==> config.mk <==
export PLATFORM = sky130hd
export DESIGN_NAME = ptt_timebase
export DESIGN_NICKNAME = d
export VERILOG_FILES = /design/src/rtl/ptt_pkg.sv /design/src/rtl/ptt_div_if.sv /design/src/rtl/ptt_timebase.sv /design/src/rtl/ptt_divider.sv
export SDC_FILE = /design/constraint.sdc
export NUM_CORES = 1
export LEC_CHECK = 0
export BUFFER_PORTS_ARGS = -buffer_cell sky130_fd_sc_hd__buf_2
export CORE_MARGIN = 2
export CORE_UTILIZATION = 30
export CTS_CLUSTER_SIZE = 24
export DETAILED_ROUTE_END_ITERATION = 10
export PLACE_DENSITY_LB_ADDON = 0.05
export SLEW_MARGIN = 10
export SYNTH_ARGS = -nofsm -noshare
export SYNTH_HDL_FRONTEND = slang
export SYNTH_SLANG_ARGS = --single-unit
==> constraint.sdc <==
create_clock -name ref_clk_i -period 10.8 [get_ports ref_clk_i]
set_input_delay 0.54 -clock ref_clk_i [delete_from_list [all_inputs] [get_ports ref_clk_i]]
set_output_delay 0.54 -clock ref_clk_i [all_outputs]
set_load 0.03 [all_outputs]
==> src/rtl/ptt_pkg.sv <==
// Package of constants for the periodic tick timebase
package ptt_pkg;

  // ----------------------------------------------------------------
  // Register bus geometry and register addresses
  // ----------------------------------------------------------------
  localparam int unsigned ADDR_W = 4;           // Register address width
  localparam int unsigned DATA_W = 8;           // Register data width

  localparam logic [ADDR_W-1:0] ADDR_CTRL = 4'h0;  // timebase_control
  localparam logic [ADDR_W-1:0] ADDR_STAT = 4'h1;  // Sticky event status, read only
  localparam logic [ADDR_W-1:0] ADDR_CLR  = 4'h2;  // Event clear, write only
  localparam logic [ADDR_W-1:0] ADDR_EN   = 4'h3;  // Event interrupt enable

  // ----------------------------------------------------------------
  // Field positions of timebase_control
  // ----------------------------------------------------------------
  localparam int unsigned CTRL_RUN    = 1;      // timebase_run
  localparam int unsigned CTRL_IE     = 2;      // tick_irq_enable
  localparam int unsigned CTRL_ACK    = 3;      // tick_acknowledge, write only
  localparam int unsigned CTRL_TAP_LO = 4;      // tap_select, bits 6:4
  localparam int unsigned CTRL_FLAG   = 7;      // tick_pending_flag, read only
  localparam int unsigned TAP_W       = 3;      // tap_select width
  localparam int unsigned EV_TICK     = 0;      // Tick bit in status/clear/enable

  // ----------------------------------------------------------------
  // Divider chain
  // ----------------------------------------------------------------
  localparam int unsigned DIV_STAGES = 15;      // Main divider stages
  localparam int unsigned PRE_STAGES = 7;       // Optional divide-by-128
  localparam int unsigned CNT_W      = DIV_STAGES + PRE_STAGES;
  localparam int unsigned SHIFT_W    = 5;       // Holds a stage index
  localparam logic [SHIFT_W-1:0] PRE_LOG2 = 5'h07;
  // Log2 of the divide ratio for each tap code 000..111
  localparam logic [SHIFT_W-1:0] TAP_LOG2 [8] = '{
    5'h0f, 5'h0d, 5'h0b, 5'h07, 5'h06, 5'h05, 5'h04, 5'h03
  };

endpackage

==> src/rtl/ptt_div_if.sv <==
// Interface between the timebase registers and its divider chain
`timescale 1ns/1ps
interface ptt_div_if;
  logic                           run;     // Count enable, zero clears count
  logic                           freeze;  // Hold count, clock stopped in stop mode
  logic                           pre128;  // Extra divide-by-128 in front
  logic [ptt_pkg::TAP_W-1:0]      tap;     // Selected tap code
  logic                           tick;    // One-cycle rollover pulse
  logic [ptt_pkg::CNT_W-1:0]      count;   // Divider count, for checks

  // Register side drives control, sees ticks
  modport ctrl (output run, output freeze, output pre128, output tap,
                input tick, input count);
  // Divider side
  modport div (input run, input freeze, input pre128, input tap,
               output tick, output count);
endinterface

==> src/rtl/ptt_timebase.sv <==
// Periodic tick timebase: control register, pending flag, interrupt
`timescale 1ns/1ps
module ptt_timebase (
  // Clock and reset
  input  wire logic                        ref_clk_i,
  input  wire logic                        rst_b_i,
  // Register port
  input  wire logic [ptt_pkg::ADDR_W-1:0]  reg_addr_i,
  input  wire logic [ptt_pkg::DATA_W-1:0]  reg_wdata_i,
  input  wire logic                        reg_wr_i,
  input  wire logic                        reg_rd_i,
  output logic      [ptt_pkg::DATA_W-1:0]  reg_rdata_o,
  // Configuration options
  input  wire logic                        prescale128_select_i,
  input  wire logic                        osc_keep_in_stop_i,
  // Low power mode status
  input  wire logic                        wait_mode_i,
  input  wire logic                        stop_mode_i,
  // Interrupt and wakeup
  output logic                             irq_o,
  output logic                             wakeup_o
);

  // ----------------------------------------------------------------
  // Declarations
  // ----------------------------------------------------------------
  ptt_div_if div_bus ();                       // Link to the divider chain

  logic                       run_q;           // timebase_run
  logic                       ie_q;            // tick_irq_enable
  logic [ptt_pkg::TAP_W-1:0]  tap_q;           // tap_select
  logic                       pend_q;          // tick_pending_flag
  logic [ptt_pkg::DATA_W-1:0] rdata_q;         // Read data, one cycle late
  logic [ptt_pkg::DATA_W-1:0] rd_mux;          // Read data before the flop
  logic                       access_ok;       // CPU may reach the registers
  logic                       wr_ctrl;         // Write to timebase_control
  logic                       wr_en;           // Write to the enable register
  logic                       ack;             // Acknowledge of the tick flag
  logic                       clk_frozen;      // Source clock off in stop

  // ----------------------------------------------------------------
  // Mode gating
  // ----------------------------------------------------------------
  // The register is unreachable in wait and stop; bus cycles then do nothing
  assign access_ok  = !wait_mode_i && !stop_mode_i;
  // Without the kept oscillator the chain has no clock in stop mode
  assign clk_frozen = stop_mode_i && !osc_keep_in_stop_i;

  // Decoded write strobes
  assign wr_ctrl = reg_wr_i && access_ok && (reg_addr_i == ptt_pkg::ADDR_CTRL);
  assign wr_en   = reg_wr_i && access_ok && (reg_addr_i == ptt_pkg::ADDR_EN);

  // Acknowledge comes either from the control register or the clear register
  always_comb begin
    ack = 1'b0;
    if (reg_wr_i && access_ok) begin
      if (reg_addr_i == ptt_pkg::ADDR_CTRL) begin
        ack = reg_wdata_i[ptt_pkg::CTRL_ACK];
      end else if (reg_addr_i == ptt_pkg::ADDR_CLR) begin
        ack = reg_wdata_i[ptt_pkg::EV_TICK];
      end
    end
  end

  // ----------------------------------------------------------------
  // Control bits
  // ----------------------------------------------------------------
  // Run bit; clearing it also zeroes the chain, so a toggle restarts it
  always_ff @(posedge ref_clk_i) begin
    if (!rst_b_i) begin
      run_q <= 1'b0;
    end else if (wr_ctrl) begin
      run_q <= reg_wdata_i[ptt_pkg::CTRL_RUN];
    end
  end

  // Interrupt enable, reachable in the control and the enable register
  always_ff @(posedge ref_clk_i) begin
    if (!rst_b_i) begin
      ie_q <= 1'b0;
    end else if (wr_ctrl) begin
      ie_q <= reg_wdata_i[ptt_pkg::CTRL_IE];
    end else if (wr_en) begin
      ie_q <= reg_wdata_i[ptt_pkg::EV_TICK];
    end
  end

  // Tap select; software is expected to change it only while stopped,
  // a change while running moves the next tick and can trip the a_exact_period check
  always_ff @(posedge ref_clk_i) begin
    if (!rst_b_i) begin
      tap_q <= '0;
    end else if (wr_ctrl) begin
      tap_q <= reg_wdata_i[ptt_pkg::CTRL_TAP_LO +: ptt_pkg::TAP_W];
    end
  end

  // ----------------------------------------------------------------
  // Divider chain
  // ----------------------------------------------------------------
  // The chain runs straight on the reference clock, which is the source clock
  assign div_bus.run    = run_q;
  assign div_bus.freeze = clk_frozen;
  assign div_bus.pre128 = prescale128_select_i;
  assign div_bus.tap    = tap_q;

  ptt_divider u_divider (
    .ref_clk_i (ref_clk_i),
    .rst_b_i   (rst_b_i),
    .bus       (div_bus.div)
  );

  // ----------------------------------------------------------------
  // Pending flag
  // ----------------------------------------------------------------
  // A tick in the same cycle as an acknowledge wins, so no tick is lost
  always_ff @(posedge ref_clk_i) begin
    if (!rst_b_i) begin
      pend_q <= 1'b0;
    end else if (div_bus.tick) begin
      pend_q <= 1'b1;
    end else if (ack) begin
      pend_q <= 1'b0;
    end
  end

  // Level interrupt; in stop with the oscillator kept it is also the wakeup
  assign irq_o    = pend_q && ie_q;
  assign wakeup_o = irq_o && stop_mode_i && osc_keep_in_stop_i;

  // ----------------------------------------------------------------
  // Read path
  // ----------------------------------------------------------------
  // Acknowledge position always reads zero; clear register reads zero
  always_comb begin
    rd_mux = '0;
    unique case (reg_addr_i)
      ptt_pkg::ADDR_CTRL: begin
        rd_mux[ptt_pkg::CTRL_FLAG]                      = pend_q;
        rd_mux[ptt_pkg::CTRL_TAP_LO +: ptt_pkg::TAP_W]  = tap_q;
        rd_mux[ptt_pkg::CTRL_IE]                        = ie_q;
        rd_mux[ptt_pkg::CTRL_RUN]                       = run_q;
        rd_mux[ptt_pkg::CTRL_ACK]                       = 1'b0;
      end
      ptt_pkg::ADDR_STAT: begin
        rd_mux[ptt_pkg::EV_TICK] = pend_q;
      end
      ptt_pkg::ADDR_EN: begin
        rd_mux[ptt_pkg::EV_TICK] = ie_q;
      end
      default: begin
        rd_mux = '0;
      end
    endcase
  end

  // Data stand only in the cycle after the read strobe; zero otherwise
  always_ff @(posedge ref_clk_i) begin
    if (!rst_b_i) begin
      rdata_q <= '0;
    end else if (reg_rd_i && access_ok) begin
      rdata_q <= rd_mux;
    end else begin
      rdata_q <= '0;
    end
  end

  assign reg_rdata_o = rdata_q;

  // ----------------------------------------------------------------
  // Checks
  // ----------------------------------------------------------------
  a_tick_sets: assert property (@(posedge ref_clk_i) disable iff (!rst_b_i)
    div_bus.tick |=> pend_q)
    else $error("tick did not set pending flag");

  // A tick while enabled must reach the interrupt line one cycle later
  a_irq_level: assert property (@(posedge ref_clk_i) disable iff (!rst_b_i)
    div_bus.tick && ie_q && !wr_ctrl && !wr_en |=> irq_o)
    else $error("interrupt does not follow pending and enable");

  a_ack_clears: assert property (@(posedge ref_clk_i) disable iff (!rst_b_i)
    reg_wr_i && access_ok && (reg_addr_i == ptt_pkg::ADDR_CTRL)
      && reg_wdata_i[ptt_pkg::CTRL_ACK] && !div_bus.tick |=> !pend_q)
    else $error("acknowledge did not clear pending flag");

  a_ack_zero: assert property (@(posedge ref_clk_i) disable iff (!rst_b_i)
    reg_wr_i && (reg_addr_i == ptt_pkg::ADDR_CTRL) && pend_q
      && !reg_wdata_i[ptt_pkg::CTRL_ACK] |=> pend_q)
    else $error("writing zero to acknowledge changed the flag");

  a_ack_reads0: assert property (@(posedge ref_clk_i) disable iff (!rst_b_i)
    reg_rd_i && (reg_addr_i == ptt_pkg::ADDR_CTRL) |=> !reg_rdata_o[ptt_pkg::CTRL_ACK])
    else $error("acknowledge bit read as one");

  a_wait_locked: assert property (@(posedge ref_clk_i) disable iff (!rst_b_i)
    reg_wr_i && wait_mode_i |=> $stable(run_q) && $stable(ie_q) && $stable(tap_q))
    else $error("register written in wait mode");

  // Wait mode alone must never slow the chain; stop may follow at once
  a_wait_counts: assert property (@(posedge ref_clk_i) disable iff (!rst_b_i)
    wait_mode_i && !stop_mode_i && run_q
      |=> div_bus.count == $past(div_bus.count) + ptt_pkg::CNT_W'(1))
    else $error("divider frozen in wait mode");

  a_stop_rdzero: assert property (@(posedge ref_clk_i) disable iff (!rst_b_i)
    reg_rd_i && stop_mode_i |=> reg_rdata_o == '0)
    else $error("register readable in stop mode");

  a_reset_clear: assert property (@(posedge ref_clk_i)
    !rst_b_i |=> !ie_q && !run_q && !irq_o && (div_bus.count == '0))
    else $error("reset left timebase enabled");

  a_tick_wins: assert property (@(posedge ref_clk_i) disable iff (!rst_b_i)
    div_bus.tick && ack |=> pend_q [*1] ##0 (irq_o == ie_q))
    else $error("tick lost against acknowledge");

endmodule

==> src/rtl/ptt_divider.sv <==
// Divider chain with tap selection and rollover pulse
`timescale 1ns/1ps
module ptt_divider (
  // Clock and reset
  input  wire logic ref_clk_i,
  input  wire logic rst_b_i,
  // Control from the register block
  ptt_div_if.div    bus
);

  // ----------------------------------------------------------------
  // Tap decode
  // ----------------------------------------------------------------
  logic [ptt_pkg::CNT_W-1:0]   cnt_q;      // Divider chain
  logic                        tick_q;     // Registered rollover pulse
  logic [ptt_pkg::SHIFT_W-1:0] tap_bit;    // Stage whose rise marks a tick
  logic [ptt_pkg::CNT_W-1:0]   low_mask;   // Stages below the tap
  logic [ptt_pkg::CNT_W-1:0]   full_mask;  // Stages up to the tap
  logic                        hit;        // Tap stage about to rise

  // Prescaler just moves every tap up by seven stages
  always_comb begin
    tap_bit   = ptt_pkg::TAP_LOG2[bus.tap] - 5'h01
              + (bus.pre128 ? ptt_pkg::PRE_LOG2 : 5'h00);
    low_mask  = (ptt_pkg::CNT_W'(1) << tap_bit) - ptt_pkg::CNT_W'(1);
    full_mask = low_mask | (ptt_pkg::CNT_W'(1) << tap_bit);
    // Rise of stage (log2 ratio - 1): first after half a period, then every period
    hit       = (cnt_q & full_mask) == low_mask;
  end

  // ----------------------------------------------------------------
  // Counter
  // ----------------------------------------------------------------
  // Cleared while stopped so a stop then start restarts the count
  always_ff @(posedge ref_clk_i) begin
    if (!rst_b_i || !bus.run) begin
      cnt_q <= '0;
    end else if (!bus.freeze) begin
      cnt_q <= cnt_q + ptt_pkg::CNT_W'(1);
    end
  end

  // Rollover pulse, suppressed while the clock is frozen
  always_ff @(posedge ref_clk_i) begin
    if (!rst_b_i) begin
      tick_q <= 1'b0;
    end else begin
      tick_q <= bus.run && !bus.freeze && hit;
    end
  end

  assign bus.tick  = tick_q;
  assign bus.count = cnt_q;

  // ----------------------------------------------------------------
  // Checks
  // ----------------------------------------------------------------
  logic [ptt_pkg::CNT_W:0] gap_q;   // Cycles since the last tick
  logic                    seen_q;  // A tick was seen in an unbroken run

  // Helper: measure spacing between ticks
  always_ff @(posedge ref_clk_i) begin
    if (!rst_b_i || !bus.run || bus.freeze) begin
      gap_q  <= '0;
      seen_q <= 1'b0;
    end else if (tick_q) begin
      gap_q  <= '0;
      seen_q <= 1'b1;
    end else begin
      gap_q  <= gap_q + (ptt_pkg::CNT_W + 1)'(1);
    end
  end

  a_hold_zero: assert property (@(posedge ref_clk_i) disable iff (!rst_b_i)
    !bus.run |=> (cnt_q == '0) && !tick_q)
    else $error("divider not held at zero while stopped");

  a_count_adv: assert property (@(posedge ref_clk_i) disable iff (!rst_b_i)
    bus.run && !bus.freeze |=> cnt_q == $past(cnt_q) + ptt_pkg::CNT_W'(1))
    else $error("divider did not advance while running");

  a_exact_period: assert property (@(posedge ref_clk_i) disable iff (!rst_b_i)
    tick_q && seen_q && !bus.freeze
      |-> gap_q == ((ptt_pkg::CNT_W + 1)'(1) << (tap_bit + 5'h01)) - 1)
    else $error("tick spacing differs from selected period");

  a_stop_frozen: assert property (@(posedge ref_clk_i) disable iff (!rst_b_i)
    bus.run && bus.freeze |=> $stable(cnt_q) && !tick_q)
    else $error("divider moved while frozen in stop");

endmodule

Word-level counts from Yosys, hierarchy flattened --
Memories as Yosys holds them, arrays and structs flattened. Cells that the tools add are included.
Cells by class: equality and inequality tests 4, bitwise operators 3, shift operators 1, reductions and logical operators 23, order comparisons 1, muxes and demuxes 11, $add $sub $neg 4
Operators with widths (count):
- adder 22 x 1 -> 22 bit, second input constant | 1
- AND 22 bit | 1
- == test 22 bit | 1
- bitwise OR 22 bit | 1
- left shift 1 x 5 -> 22 bit, first input constant | 1
- subtractor 22 x 2 -> 22 bit, second input constant | 1
- logical AND 1 bit | 11
- 2-to-1 mux 5 bit | 2
- == test 4 x 2 -> 1 bit, second input constant | 2
- 2-to-1 mux 1 bit | 7
- zero test 1 bit | 6
- adder 5 bit | 1
- subtractor 5 x 1 -> 5 bit, second input constant | 1
- == test 4 x 1 -> 1 bit, second input constant | 1
- greater-or-equal comparator 4 bit, second input constant | 1
- zero test 4 bit | 1
- inverter 3 -> 4 bit | 1
- nonzero test 2 bit | 2
- 2-to-1 mux 3 bit | 1
- AND reduction 3 bit | 1
- case mux 1 bit (2 select lines) | 1
- AND reduction 2 bit | 1
- logical OR 1 bit | 1
Storage, ports and cells: memory bits (read-only) 40, memories 1, register bits after elaboration 37, bits of input ports 20, output and inout port bits 10
Memory list:
- (name not given) | depth 8, width 5, read ports 1, clocked after Yosys merged registers in 0, write ports 0, line ptt_divider.sv:23 | tap_bit = ptt_pkg::TAP_LOG2[bus.tap] - 5'h01

Longest topological paths before layout --
Gate-level depths: netlist of the first run.
depth in word-level cells 12, mapped depth 23, gate-level depth less buffers 22

By module --
Synthesis of the first run repeated with hierarchy kept, for this count alone.
Unflattened totals: cells, all modules 353, area total of the unflattened synthesis 2897.8 um^2
Modules (own cells, without submodules):
- ptt_divider | instances 1, area each 2344.7 um^2, cells an instance 293, sequential area each 460.4 um^2
- ptt_timebase | instances 1, area each 553.0 um^2, cells an instance 60, sequential area each 260.2 um^2

Worst setup path after synthesis of the first run --
Ideal clock, no wire load.
path kind register -> register, start register tap_q (netlist bit div_bus.tap[0]), end register u_divider.tick_q (netlist: u_divider.bus.tick), stages on the path, launching flop included 23, data required time 10.700 ns, clock period less this slack 4.125 ns, slack 6.675 ns, arrival time 4.026 ns, path buffers 1, setup time 0.100 ns, path through dfxtp_1 > inv_1 > ha_1 > mux2i_1 > ha_1 > inv_1 > ha_1 > inv_1 > fa_1 > xnor2_1 > clkbuf_1 > nor2_1 > nand3_1 > ha_1 > inv_1 > nor2_1 > o21ai_1 > ha_1 > nand2b_1 > xnor2_1 > nor4_1 > nand4_1 > a2111oi_4
On the way: word-level cells in the longest chain between the ends 12
Ends and longest elaborated chain:
- start, declared | line ptt_timebase.sv:31 | logic [ptt_pkg::TAP_W-1:0] tap_q;
- start signal, assigned | line ptt_timebase.sv:94 | tap_q <= reg_wdata_i[ptt_pkg::CTRL_TAP_LO +: ptt_pkg::TAP_W];
- inverter 3 -> 4 bit (implied by the code) (*) | line ptt_divider.sv:23
- memory read (8 x 5 bit) (*)
- 2-to-1 mux 5 bit (implied by the code) (*) (2 in series) | line ptt_divider.sv:23
- subtractor 5 x 1 -> 5 bit (*) | line ptt_divider.sv:23
- adder 5 bit (*) | line ptt_divider.sv:24 | + (bus.pre128 ? ptt_pkg::PRE_LOG2 : 5'h00);
- left shift 1 x 5 -> 22 bit (*) | line ptt_divider.sv:25, ptt_divider.sv:26
- subtractor 22 x 2 -> 22 bit | line ptt_divider.sv:25 | low_mask = (ptt_pkg::CNT_W'(1) << tap_bit) - ptt_pkg::CNT_W'(1);
- bitwise OR 22 bit | line ptt_divider.sv:26 | full_mask = low_mask | (ptt_pkg::CNT_W'(1) << tap_bit);
- AND 22 bit | line ptt_divider.sv:28 | hit = (cnt_q & full_mask) == low_mask;
- == test 22 bit (*) | line ptt_divider.sv:28
- logical AND 1 bit (*) | line ptt_divider.sv:48 | tick_q <= bus.run && !bus.freeze && hit;
- end signal, assigned | line ptt_divider.sv:48
- end, declared | line ptt_divider.sv:15 | logic tick_q;
Mark *: on every way between the ends. The rest lies on a longest branch, timed or not. The select of a mux whose other input is x is not followed. A chain may end at the register's enable or synchronous reset.

Worst setup path in the final report of the first run --
Same ends and word-level chain as after synthesis.

==> results of run 1 <==
-- logic make-up after synthesis --
group	synth area share
adder cells (fa/ha/maj)	0.144
XOR/XNOR	0.140
multiplexers	0.0296
buffers and inverters	0.0410
AO/OA/AOI/OAI	0.0693
AND/OR/NAND/NOR	0.311
flip-flops	0.263
other	0.00137
-- placed cells by master, fill, tap and decap left out, drive strengths merged --
master   netlist  layout
or3            3       3
and3           7       7
nor3b          1       1
mux2i          7       7
and2           8       8
or4            1       1
nor2          46      46
clkinv         0       2
nor2b          7       7
o21ai          9       9
a21oi          9       9
nand4         11      11
o311ai         1       1
clkbuf         5       6
xnor2         29      29
xor2          15      15
mux2           1       1
a2111oi        1       1
o2111ai        1       1
inv           19      19
o2bb2ai        1       1
conb           1       1
nor4           9       9
fa             1       1
nand3         10      10
o21bai         1       1
nand2         39      39
a21o           1       1
or2            2       2
a211oi         2       2
buf            4      28
o31ai          1       1
nand2b        19      19
ha            30      30
nor3           6       6
and4           2       2
dfxtp         36      36
-- power by group through the flow --
stage          sequential [mW]  combinational, mW  clock (mW)
2_1_floorplan            0.136             0.0398           0
3_3_place_gp             0.136             0.0542           0
3_5_place_dp             0.136             0.0538           0
4_1_cts                  0.133             0.0542       0.104
5_1_grt                  0.133             0.0618       0.110
6_report                 0.133             0.0538      0.0993
-- flip-flops by register name, indices dropped and copies added, names as in the netlist --
name,flops
reg_rdata_o,7
pend_q,1
div_bus.tap,3
div_bus.run,1
ie_q,1
u_divider.bus.count,22
u_divider.bus.tick,1
-- cell type report --
| class | instances | area, sq um | share of cell area |
|---|---|---|---|
| clock buffer | 6 | 82.6 | 0.0269 |
| timing repair buffer | 28 | 143 | 0.0464 |
| clock inverter | 2 | 10.0 | 0.00326 |
| sequential | 36 | 721 | 0.235 |
| tap | 108 | 135 | 0.0440 |
| multi-input combinational | 282 | 1910 | 0.622 |
| inverter | 19 | 71.3 | 0.0232 |
-- worst min-delay path: stages, from the launching register on --
cell and delay, ps:
dfxtp_1 300, inv_1 40, a21oi_1 50
-- routing by layer --
metal	share of wire	wire length (um)	global-route usage	vias to the layer above
li1	-	-	-	1214
met1	0.53	3660	0.212	1106
met2	0.43	2980	0.241	38
met3	0.022	154	0.0141	6
met4	0.012	83	0.0443	0
met5	0	0	0	-
-- path summary, 6_finish.rpt --
kind / from / end / slack, ps / depth (start not counted)
max: div_bus.tap[0]$_SDFFE_PN0P_ / u_divider.bus.tick$_SDFF_PN0_ / 5710 / 20
max reg2reg: div_bus.tap[0]$_SDFFE_PN0P_ / u_divider.bus.tick$_SDFF_PN0_ / 5710 / 20
min: u_divider.bus.tick$_SDFF_PN0_ / pend_q$_SDFFE_PN0P_ / 420 / 2
min reg2reg: u_divider.bus.tick$_SDFF_PN0_ / pend_q$_SDFFE_PN0P_ / 420 / 2
==> reports/qor.txt, run 1 <==
Status: completed
Post-route clock skew: 9.33 ps
Crit Path Class: reg2reg
Htree depth: 2
Mapped cell area: 0.00274 sq mm
Synth cell types: 43
CTS sink count: 36
Worst path bufs/invs: 3
Post-synth top area share: 0.263
Clk slew on worst S/H paths: 80 ps
TritonRoute pass-1 iters: 4
Critical Path Max Stage Delay: 450 ps
Setup tns final: 0 ps
Final hold slack: 424 ps
Largest net degree at the start of global routing: 23
Crit path max-delay family: simple AND/OR/NAND/NOR gates
Internal power: 207 uW
Most common library cells after synthesis: nor2_1, nand2_1, dfxtp_1, ha_1, xnor2_1
CP Cell Sequence: inv_1 > ha_1 > mux2_2 > ha_1 > inv_1 > ha_1 > a211oi_2 > or3_1 > nand2_2 > nor2_1 > nand2_1 > ha_1 > inv_1 > nor2_1 > o21ai_1 > ha_1 > xnor2_1 > nor4_1 > nand4_1 > a2111oi_4
RSZ-0062 raised after global routing: no
Vias in the first global route: 2350
Post-synth top flop: dfxtp_1
FILL cells: 981
CTS tree: done
Syn Nets: 397
Post-detail-place hpwl: 5.48 mm
Number of CTS-inserted buffers: 5
Min-delay worst type: reg2reg
Starting Density: 0.312
Sequential Power Share: 0.465
Element type at the critical path end: flop
Psw: 79.3 uW
Layout cells sized above 1: 0.118
Worst-Margin Slew: 828 ps
Max Freq: 196 MHz
Initial antenna violation count: 0
Yosys reg bits: 36
Leakage Power: 1.20 nW
Synth warn: 0
Placed cell areas: 0.00298 sq mm
Global Route Usage Sum: 0.150
Top-count cell post-synth: nor2_1
Slew Limit Fails: 0
Slew margin rel.: 0.443
FFs w/ async S/R, synth: 0
Post-route ant nets: 0
DRC: 0
IO Pins: 30
Sequential fraction of the synthesis area: 0.263
Max stage delay cell, worst path: nor2_1
Post-CTS sizing: 0
Post-Place Cells: 473
Drt via density: 4.91
Nets: 423
Mapped Cells: 346
Crit Path Max Fanout: 17
Synth area leader: dfxtp_1
Hold_buf cts: 0
Global placer's final weighted congestion: 0.834
Setup bufs post-CTS: 0
Most used cell, CP: ha_1
Clk_lat worst skew: 290 ps
Iter 0 DRT Violations: 58
Setup violators final: 0
Peak supply drop: 43.7 uV
Number of port buffers: 27
Final worst slack: 5710 ps
Final Power: 286 uW
Routed WL: 6.88 mm
Final min period: 5090 ps
Drt wl/cell: 14.3 um
CORE AREA: 0.00881 sq mm
Avg Inst Size Synth: 7.93 sq um
Fin. Hold Viols: 0
Clock Power Share: 0.347
Final instance area: 0.00307 sq mm
Final worst-path cycle share: 0.472
Req. time, crit path: 10990 ps
DR vias: 2364
Area contributors post-synth: dfxtp_1, ha_1, xnor2_1
Antenna diodes: 0
Die area: 0.00993 sq mm
Die X: 99.6 um
Max-Cap Viols: 0
Longest Clk Path Bufs: 2
Final core utilization: 0.349
Die Y: 99.6 um
Critical Path Start Type: flop
Area Overhead vs Synth: 12.0%
Overflow after GRT: 0
Combinational power share: 0.188
Number of enable flip-flop cells after synthesis: 0
Sw frac: 0.277
P per Cell Area: 93.1 mW/mm^2
Site Rows: 34
Final Non-Filler Cells: 481
Global-route wire length before repair: 11.8 mm
CTS root buf: clkbuf_8
Data arrival, critical path: 5280 ps
Pre-CTS setup slack: 5710 ps
No activity file was read; power rests on OpenSTA's default activity.
==> inputs of run 2 (changes only) <==
Settings changed: ABC_AREA set to 1.
Clock period 10.8 ns to 4.4 ns, I/O delays scaled along.
==> reports/qor.txt, run 2 <==
Max stage delay cell, worst path: fa_2 (was nor2_1)
Commonest non-fill, non-tap cell in the layout: nand2_1 (was nor2_1)
Setup bufs post-CTS: 0 (unchanged)
Combinational power share: 0.291 (was 0.188)
DR vias: 3172 (was 2364)
Peak supply drop: 140 uV (was 43.7 uV)
Synth cell types: 39 (was 43)
Largest net degree at the start of global routing: 27 (was 23)
Yosys reg bits: 36 (unchanged)
CTS sink count: 36 (unchanged)
Crit path max-delay family: adder cells (was simple AND/OR/NAND/NOR gates)
Clk_lat worst skew: 290 ps (about the same)
Vias in the first global route: 2956 (was 2350)
Critical Path Start Type: flop (unchanged)
Routed WL: 8.74 mm (was 6.88 mm)
Register-to-Register Path Depth: 24 (was 20)
Most used cell, CP: inv_1 (was ha_1)
Sequential fraction of the synthesis area: 0.228 (was 0.263)
Post-route clock skew: 12.1 ps (was 9.33 ps)
CTS tree: done (unchanged)
Min-delay worst type: in2reg (was reg2reg)
TritonRoute pass-1 iters: 4 (unchanged)
Avg Inst Size Synth: 6.15 sq um (was 7.93 sq um)
Area Overhead vs Synth: 12.2% (was 12.0%)
Initial antenna violation count: 0 (unchanged)
Starting Density: 0.308 (was 0.312)
Final worst-path cycle share: 0.912 (was 0.472)
Final min period: 4010 ps (was 5090 ps)
Internal power: 521 uW (was 207 uW)
Worst-Margin Slew: 529 ps (was 828 ps)
Data arrival, critical path: 4220 ps (was 5280 ps)
Die area: 0.0114 sq mm (was 0.00993 sq mm)
Mapped cell area: 0.00317 sq mm (was 0.00274 sq mm)
Slew margin rel.: 0.647 (was 0.443)
Most common library cells after synthesis: nand2_1, nor2_1, inv_1, nand3_1, dfxtp_1 (was nor2_1, nand2_1, dfxtp_1, ha_1, xnor2_1)
Max-Cap Viols: 0 (unchanged)
Global-route wire length before repair: 14.5 mm (was 11.8 mm)
Clock Power Share: 0.289 (was 0.347)
Drt via density: 4.65 (was 4.91)
P per Cell Area: 219 mW/mm^2 (was 93.1 mW/mm^2)
Synth area leader: dfxtp_1 (unchanged)
Element type at the critical path end: flop (unchanged)
Global Route Usage Sum: 0.161 (was 0.150)
Number of port buffers: 27 (unchanged)
Fin. Hold Viols: 0 (unchanged)
Psw: 256 uW (was 79.3 uW)
Synth warn: 0 (unchanged)
Critical Path Max Stage Delay: 570 ps (was 450 ps)
Crit Path Max Fanout: 5 (was 17)
CTS root buf: clkbuf_8 (unchanged)
Die X: 107 um (was 99.6 um)
Post-route ant nets: 0 (unchanged)
DRC: 0 (unchanged)
Crit Path Class: reg2reg (unchanged)
Die Y: 107 um (was 99.6 um)
FILL cells: 1176 (was 981)
CORE AREA: 0.0103 sq mm (was 0.00881 sq mm)
Top-count cell post-synth: nand2_1 (was nor2_1)
Final Non-Filler Cells: 682 (was 481)
Clk slew on worst S/H paths: 80 ps (about the same)
Antenna diodes: 0 (unchanged)
Global placer's final weighted congestion: 0.870 (was 0.834)
Number of CTS-inserted buffers: 5 (unchanged)
Worst path bufs/invs: 5 (was 3)
Drt wl/cell: 12.8 um (was 14.3 um)
CP Cell Sequence: inv_1 > ha_1 > o21ai_0 > ha_1 > inv_1 > ha_1 > inv_1 > fa_2 > inv_1 > nand3_1 > nor2_1 > o21ai_4 > nand3_4 > nor2_4 > nand3b_1 > ha_1 > inv_1 > nand3b_1 > nand2_1 > nor2_1 > nand2_1 > nor2_1 > nand3_1 > nor3_1 (was inv_1 > ha_1 > mux2_2 > ha_1 > inv_1 > ha_1 > a211oi_2 > or3_1 > nand2_2 > nor2_1 > nand2_1 > ha_1 > inv_1 > nor2_1 > o21ai_1 > ha_1 > xnor2_1 > nor4_1 > nand4_1 > a2111oi_4)
Hold-critical path depth: 3 (was 2)
Post-synth top flop: dfxtp_1 (unchanged)
Setup violators final: 0 (unchanged)
Syn Nets: 566 (was 397)
CP Depth: 24 (was 20)
Max Freq: 249 MHz (was 196 MHz)
Max reg flops: 22 (unchanged)
Number of enable flip-flop cells after synthesis: 0 (unchanged)
Sw frac: 0.330 (was 0.277)
Req. time, crit path: 4610 ps (was 10990 ps)
Placed cell areas: 0.00345 sq mm (was 0.00298 sq mm)
Status: completed (unchanged)
Commonest non-fill, non-tap cells in the layout: nand2_1, inv_1, nor2_1 (was nor2_1, nand2_1, dfxtp_1)
Area contributors post-synth: dfxtp_1, nand2_1, ha_1 (was dfxtp_1, ha_1, xnor2_1)
Post-Place Cells: 675 (was 473)
Slew Limit Fails: 0 (unchanged)
Htree depth: 2 (unchanged)
Iter 0 DRT Violations: 145 (was 58)
Setup tns final: 0 ps (unchanged)
RSZ-0062 raised after global routing: no (unchanged)
Final instance area: 0.00355 sq mm (was 0.00307 sq mm)
Layout cells sized above 1: 0.125 (was 0.118)
Overflow after GRT: 0 (unchanged)
IO Pins: 30 (unchanged)
Post-detail-place hpwl: 7.29 mm (was 5.48 mm)
Nets: 597 (was 423)
Site Rows: 37 (was 34)
Longest Clk Path Bufs: 2 (unchanged)
Post-synth top area share: 0.228 (was 0.263)
Mapped Cells: 515 (was 346)
Leakage Power: 1.66 nW (was 1.20 nW)
FFs w/ async S/R, synth: 0 (unchanged)
Sequential Power Share: 0.420 (was 0.465)
run 2: cell types whose count changed after synthesis, moves of 13 or more:
cell and change:
o21ai_0 +22, a21oi_1 +13, inv_1 +61, xor2_1 -14, nor2_1 +36, nand3_1 +32
nand2_1 +81, nand2b_1 -19, xnor2_1 -25
run 2: power groups by stage:
| stage | sequential (mW) | clock (mW) | combinational, mW |
|---|---|---|---|
| after floorplan | 0.334 | 0 | 0.170 |
| after global placement | 0.334 | 0 | 0.220 |
| after detailed placement | 0.334 | 0 | 0.223 |
| after CTS | 0.326 | 0.237 | 0.224 |
| after global routing | 0.326 | 0.249 | 0.264 |
| final | 0.327 | 0.225 | 0.226 |
run 2: cells by family after synthesis:
| logic type | Yosys count | synth area share |
|---|---|---|
| DFF | 36 | 0.228 |
| xor gates and xnor gates | 5 | 0.0138 |
| other | 1 | 0.00118 |
| buffers and inverters | 89 | 0.113 |
| and+or+nand+nor | 295 | 0.417 |
| adders and majority gates | 31 | 0.125 |
| AOI/OAI and AO/OA | 58 | 0.103 |
run 2: area by class of cell:
type / count / area, sq um / area share
Multi-Input combinational cell: 390 / 2110 / 0.595
Sequential cell: 36 / 721 / 0.203
Inverter: 83 / 313 / 0.0881
Tap cell: 136 / 170 / 0.0479
Timing Repair Buffer: 30 / 158 / 0.0444
Clock buffer: 6 / 72.6 / 0.0204
Clock inverter: 1 / 5.00 / 0.00141
run 2: through the flow:
stage	power (mW)	utilization	setup slack, ps	hold slack (ps)
after global placement	0.555	0.336	296	450
after global routing	0.840	0.346	23.1	230
final	0.778	0.346	389	200
after floorplan	0.504	-	841	332
after CTS	0.787	0.343	269	200
after detailed placement	0.557	0.336	308	445
run 2: path summary, 6_finish.rpt:
check	slack, ps	endpoint	startpoint
max	390	u_divider.bus.tick$_SDFF_PN0_	div_bus.tap[0]$_SDFFE_PN0P_
min	200	ie_q$_SDFFE_PN0P_	reg_wdata_i[2]
max reg2reg	390	u_divider.bus.tick$_SDFF_PN0_	div_bus.tap[0]$_SDFFE_PN0P_
min reg2reg	460	reg_rdata_o[1]$_SDFF_PN0_	div_bus.run$_SDFFE_PN0P_
run 2: worst min-delay path, delay by kind of cell:
kind / cells / cell delay (ps)
simple gates: 1 / 60
compound gates: 1 / 80
buf+inv: 1 / 100
run 2: metal layers:
metal	vias to the layer above	track usage	share of wire
met5	-	0	0
met2	40	0.256	0.44
met1	1415	0.228	0.51
met4	0	0.0529	0.019
met3	12	0.0170	0.024
li1	1705	-	-
run 2: what timing repair did:
| action | 4_1_cts | 5_1_grt |
|---|---|---|
| hold buffers | 0 | 0 |
| endpoints found under the setup margin | 0 | 1 |
| gates resized for setup | 0 | 9 |
==> inputs of run 3 (changes only) <==
Settings changed: ABC_AREA 1 to unset.
==> reports/qor.txt, run 3 (synthesis gave the netlist of run 1 again) <==
Clk_lat worst skew: 290 ps (about the same)
Die Y: 99.6 um (was 107 um)
Number of CTS-inserted buffers: 5 (unchanged)
WL met2: 3.03 mm (was 3.87 mm)
RSZ-0062 raised after global routing: no (unchanged)
Area Overhead vs Synth: 19.8% (was 12.2%)
Commonest non-fill, non-tap cell in the layout: nor2_1 (was nand2_1)
Drt via density: 4.77 (was 4.65)
Critical Path Start Type: flop (unchanged)
Max-Cap Viols: 0 (unchanged)
Peak supply drop: 87.5 uV (was 140 uV)
Layout cells sized above 1: 0.188 (was 0.125)
Req. time, crit path: 4600 ps (was 4610 ps)
Status: completed (unchanged)
Max reg flops: 22 (unchanged)
Largest net degree at the start of global routing: 23 (was 27)
Clk slew on worst S/H paths: 80 ps (about the same)
CTS root buf: clkbuf_8 (unchanged)
Iter 0 DRT Violations: 119 (was 145)
Overflow after GRT: 0 (unchanged)
Max Used Layer: met4 (unchanged)
Number of port buffers: 27 (unchanged)
Htree depth: 2 (unchanged)
Hold_buf cts: 0 (unchanged)
Leakage Power: 1.29 nW (was 1.66 nW)
Min-delay worst type: in2reg (unchanged)
Pre-CTS setup slack: 93.3 ps (was 308 ps)
Routed WL: 6.93 mm (was 8.74 mm)
Element type at the critical path end: flop (unchanged)
Reg area: 723 sq um (was 721 sq um)
Multi-input logic area: 0.00200 sq mm (was 0.00211 sq mm)
CTS tree: done (unchanged)
Setup tns final: 0 ps (unchanged)
Longest Clk Path Bufs: 2 (unchanged)
P per Cell Area: 233 mW/mm^2 (was 219 mW/mm^2)
Site Rows: 34 (was 37)
CP Cell Sequence: buf_4 > ha_1 > mux2_2 > ha_1 > inv_1 > ha_1 > a211oi_4 > buf_4 > o21ai_4 > nand2_2 > buf_4 > nor2_1 > buf_4 > nand2_1 > ha_1 > nand2b_1 > xnor2_1 > nor4_2 > nand4_1 > a2111oi_4 (was inv_1 > ha_1 > o21ai_0 > ha_1 > inv_1 > ha_1 > inv_1 > fa_2 > inv_1 > nand3_1 > nor2_1 > o21ai_4 > nand3_4 > nor2_4 > nand3b_1 > ha_1 > inv_1 > nand3b_1 > nand2_1 > nor2_1 > nand2_1 > nor2_1 > nand3_1 > nor3_1)
Starting Density: 0.312 (was 0.308)
Post-route clock skew: 10.1 ps (was 12.1 ps)
Worst-Margin Slew: 792 ps (was 529 ps)
DRC: 0 (unchanged)
Nets: 438 (was 597)
TritonRoute pass-1 iters: 4 (unchanged)
FILL cells: 934 (was 1176)
Data arrival, critical path: 4280 ps (was 4220 ps)
Commonest non-fill, non-tap cells in the layout: nor2_1, nand2_1, dfxtp_1 (was nand2_1, inv_1, nor2_1)
DR vias: 2365 (was 3172)
Max stage delay cell, worst path: dfxtp_2 (was fa_2)
Final worst-path cycle share: 0.928 (was 0.912)
Max Freq: 245 MHz (was 249 MHz)
Global placer's final weighted congestion: 0.810 (was 0.870)
Setup violators final: 0 (unchanged)
Die X: 99.6 um (was 107 um)
Global-route wire length before repair: 11.6 mm (was 14.5 mm)
Global Route Usage Sum: 0.149 (was 0.161)
Die area: 0.00993 sq mm (was 0.0114 sq mm)
Drt wl/cell: 14.0 um (was 12.8 um)
Slew margin rel.: 0.470 (was 0.647)
Post-detail-place hpwl: 5.53 mm (was 7.29 mm)
Crit Path Class: reg2reg (unchanged)
Post-route ant nets: 0 (unchanged)
Critical Path Max Stage Delay: 340 ps (was 570 ps)
Fin. Hold Viols: 0 (unchanged)
Antenna diodes: 0 (unchanged)
Met1 Wirelength: 3.63 mm (was 4.48 mm)
Final min period: 4080 ps (was 4010 ps)
DR WL met3: 192 um (was 214 um)
IO Pins: 30 (unchanged)
Crit Path Max Fanout: 16 (was 5)
Final worst slack: 319 ps (was 389 ps)
Initial antenna violation count: 0 (unchanged)
Vias in the first global route: 2265 (was 2956)
CORE AREA: 0.00881 sq mm (was 0.0103 sq mm)
CTS sink count: 36 (unchanged)
Slew Limit Fails: 0 (unchanged)
## run 3: changes by cell type in the layout (fill, tap and decap cells not counted), moves of 8 or more
cell      delta
a21oi_1     -13
buf_4       +13
inv_1       -61
nand2_1     -81
nand2b_1    +19
nand3_1     -33
nand3b_1     -8
nor2_1      -37
o21ai_0     -20
xnor2_1     +24
xor2_1      +14
## run 3: report_power, final
part           leakage (nW)  switching (mW)  internal, mW  total, mW
combinational         0.944          0.0814        0.0711      0.153
sequential            0.291        0.000296         0.326      0.326
clock                0.0552           0.119         0.168      0.288
total                  1.29           0.201         0.565      0.766
## run 3: area by class of cell
cell class / instances / area share
multi-input combinational: 282 / 0.607
inverter: 19 / 0.0217
tap: 108 / 0.0411
sequential: 36 / 0.220
timing repair buffer: 43 / 0.0776
clock buffer: 6 / 0.0221
clock inverter: 2 / 0.0107
## run 3: worst paths after layout
path	endpoint	depth (start not counted)	from	slack, ps
worst max-delay path	u_divider.bus.tick$_SDFF_PN0_	20	div_bus.tap[0]$_SDFFE_PN0P_	320
worst min register to register	pend_q$_SDFFE_PN0P_	2	u_divider.bus.tick$_SDFF_PN0_	440
worst min-delay path	div_bus.tap[1]$_SDFFE_PN0P_	3	reg_wdata_i[5]	170
worst max register to register	u_divider.bus.tick$_SDFF_PN0_	20	div_bus.tap[0]$_SDFFE_PN0P_	320
## run 3: critical path: cells and delay by family (launching register included)
| kind | cells | cell delay [ps] |
|---|---|---|
| AOI/OAI and AO/OA | 3 | 620 |
| buffers and inverters | 5 | 700 |
| DFF | 1 | 340 |
| adders and majority gates | 4 | 1040 |
| xor gates and xnor gates | 1 | 140 |
| muxes | 1 | 270 |
| and+or+nand+nor | 6 | 890 |
## run 3: through the flow
stage | hold slack [ps] | cells | cell area [sq um] | utilization | total power [mW]
after floorplan | 338 | 346 | 2740 | - | 0.431
after global placement | 430 | 487 | 3090 | 0.350 | 0.478
after detailed placement | 432 | 487 | 3090 | 0.350 | 0.476
after CTS | 169 | 495 | 3190 | 0.363 | 0.764
after global routing | 173 | 496 | 3290 | 0.373 | 0.815
final | 170 | 496 | 3290 | 0.373 | 0.766
## run 3: per-layer routing
metal,global-route usage,up-vias
met3,0.0197,7
met4,0.0474,0
li1,-,1243
met5,0,-
met1,0.216,1079
met2,0.228,36
## run 3: repair_timing
item                       in CTS  in global routing
setup buffers                   0                  1
setup endpoints to repair       0                  1
gates resized for setup         0                 19
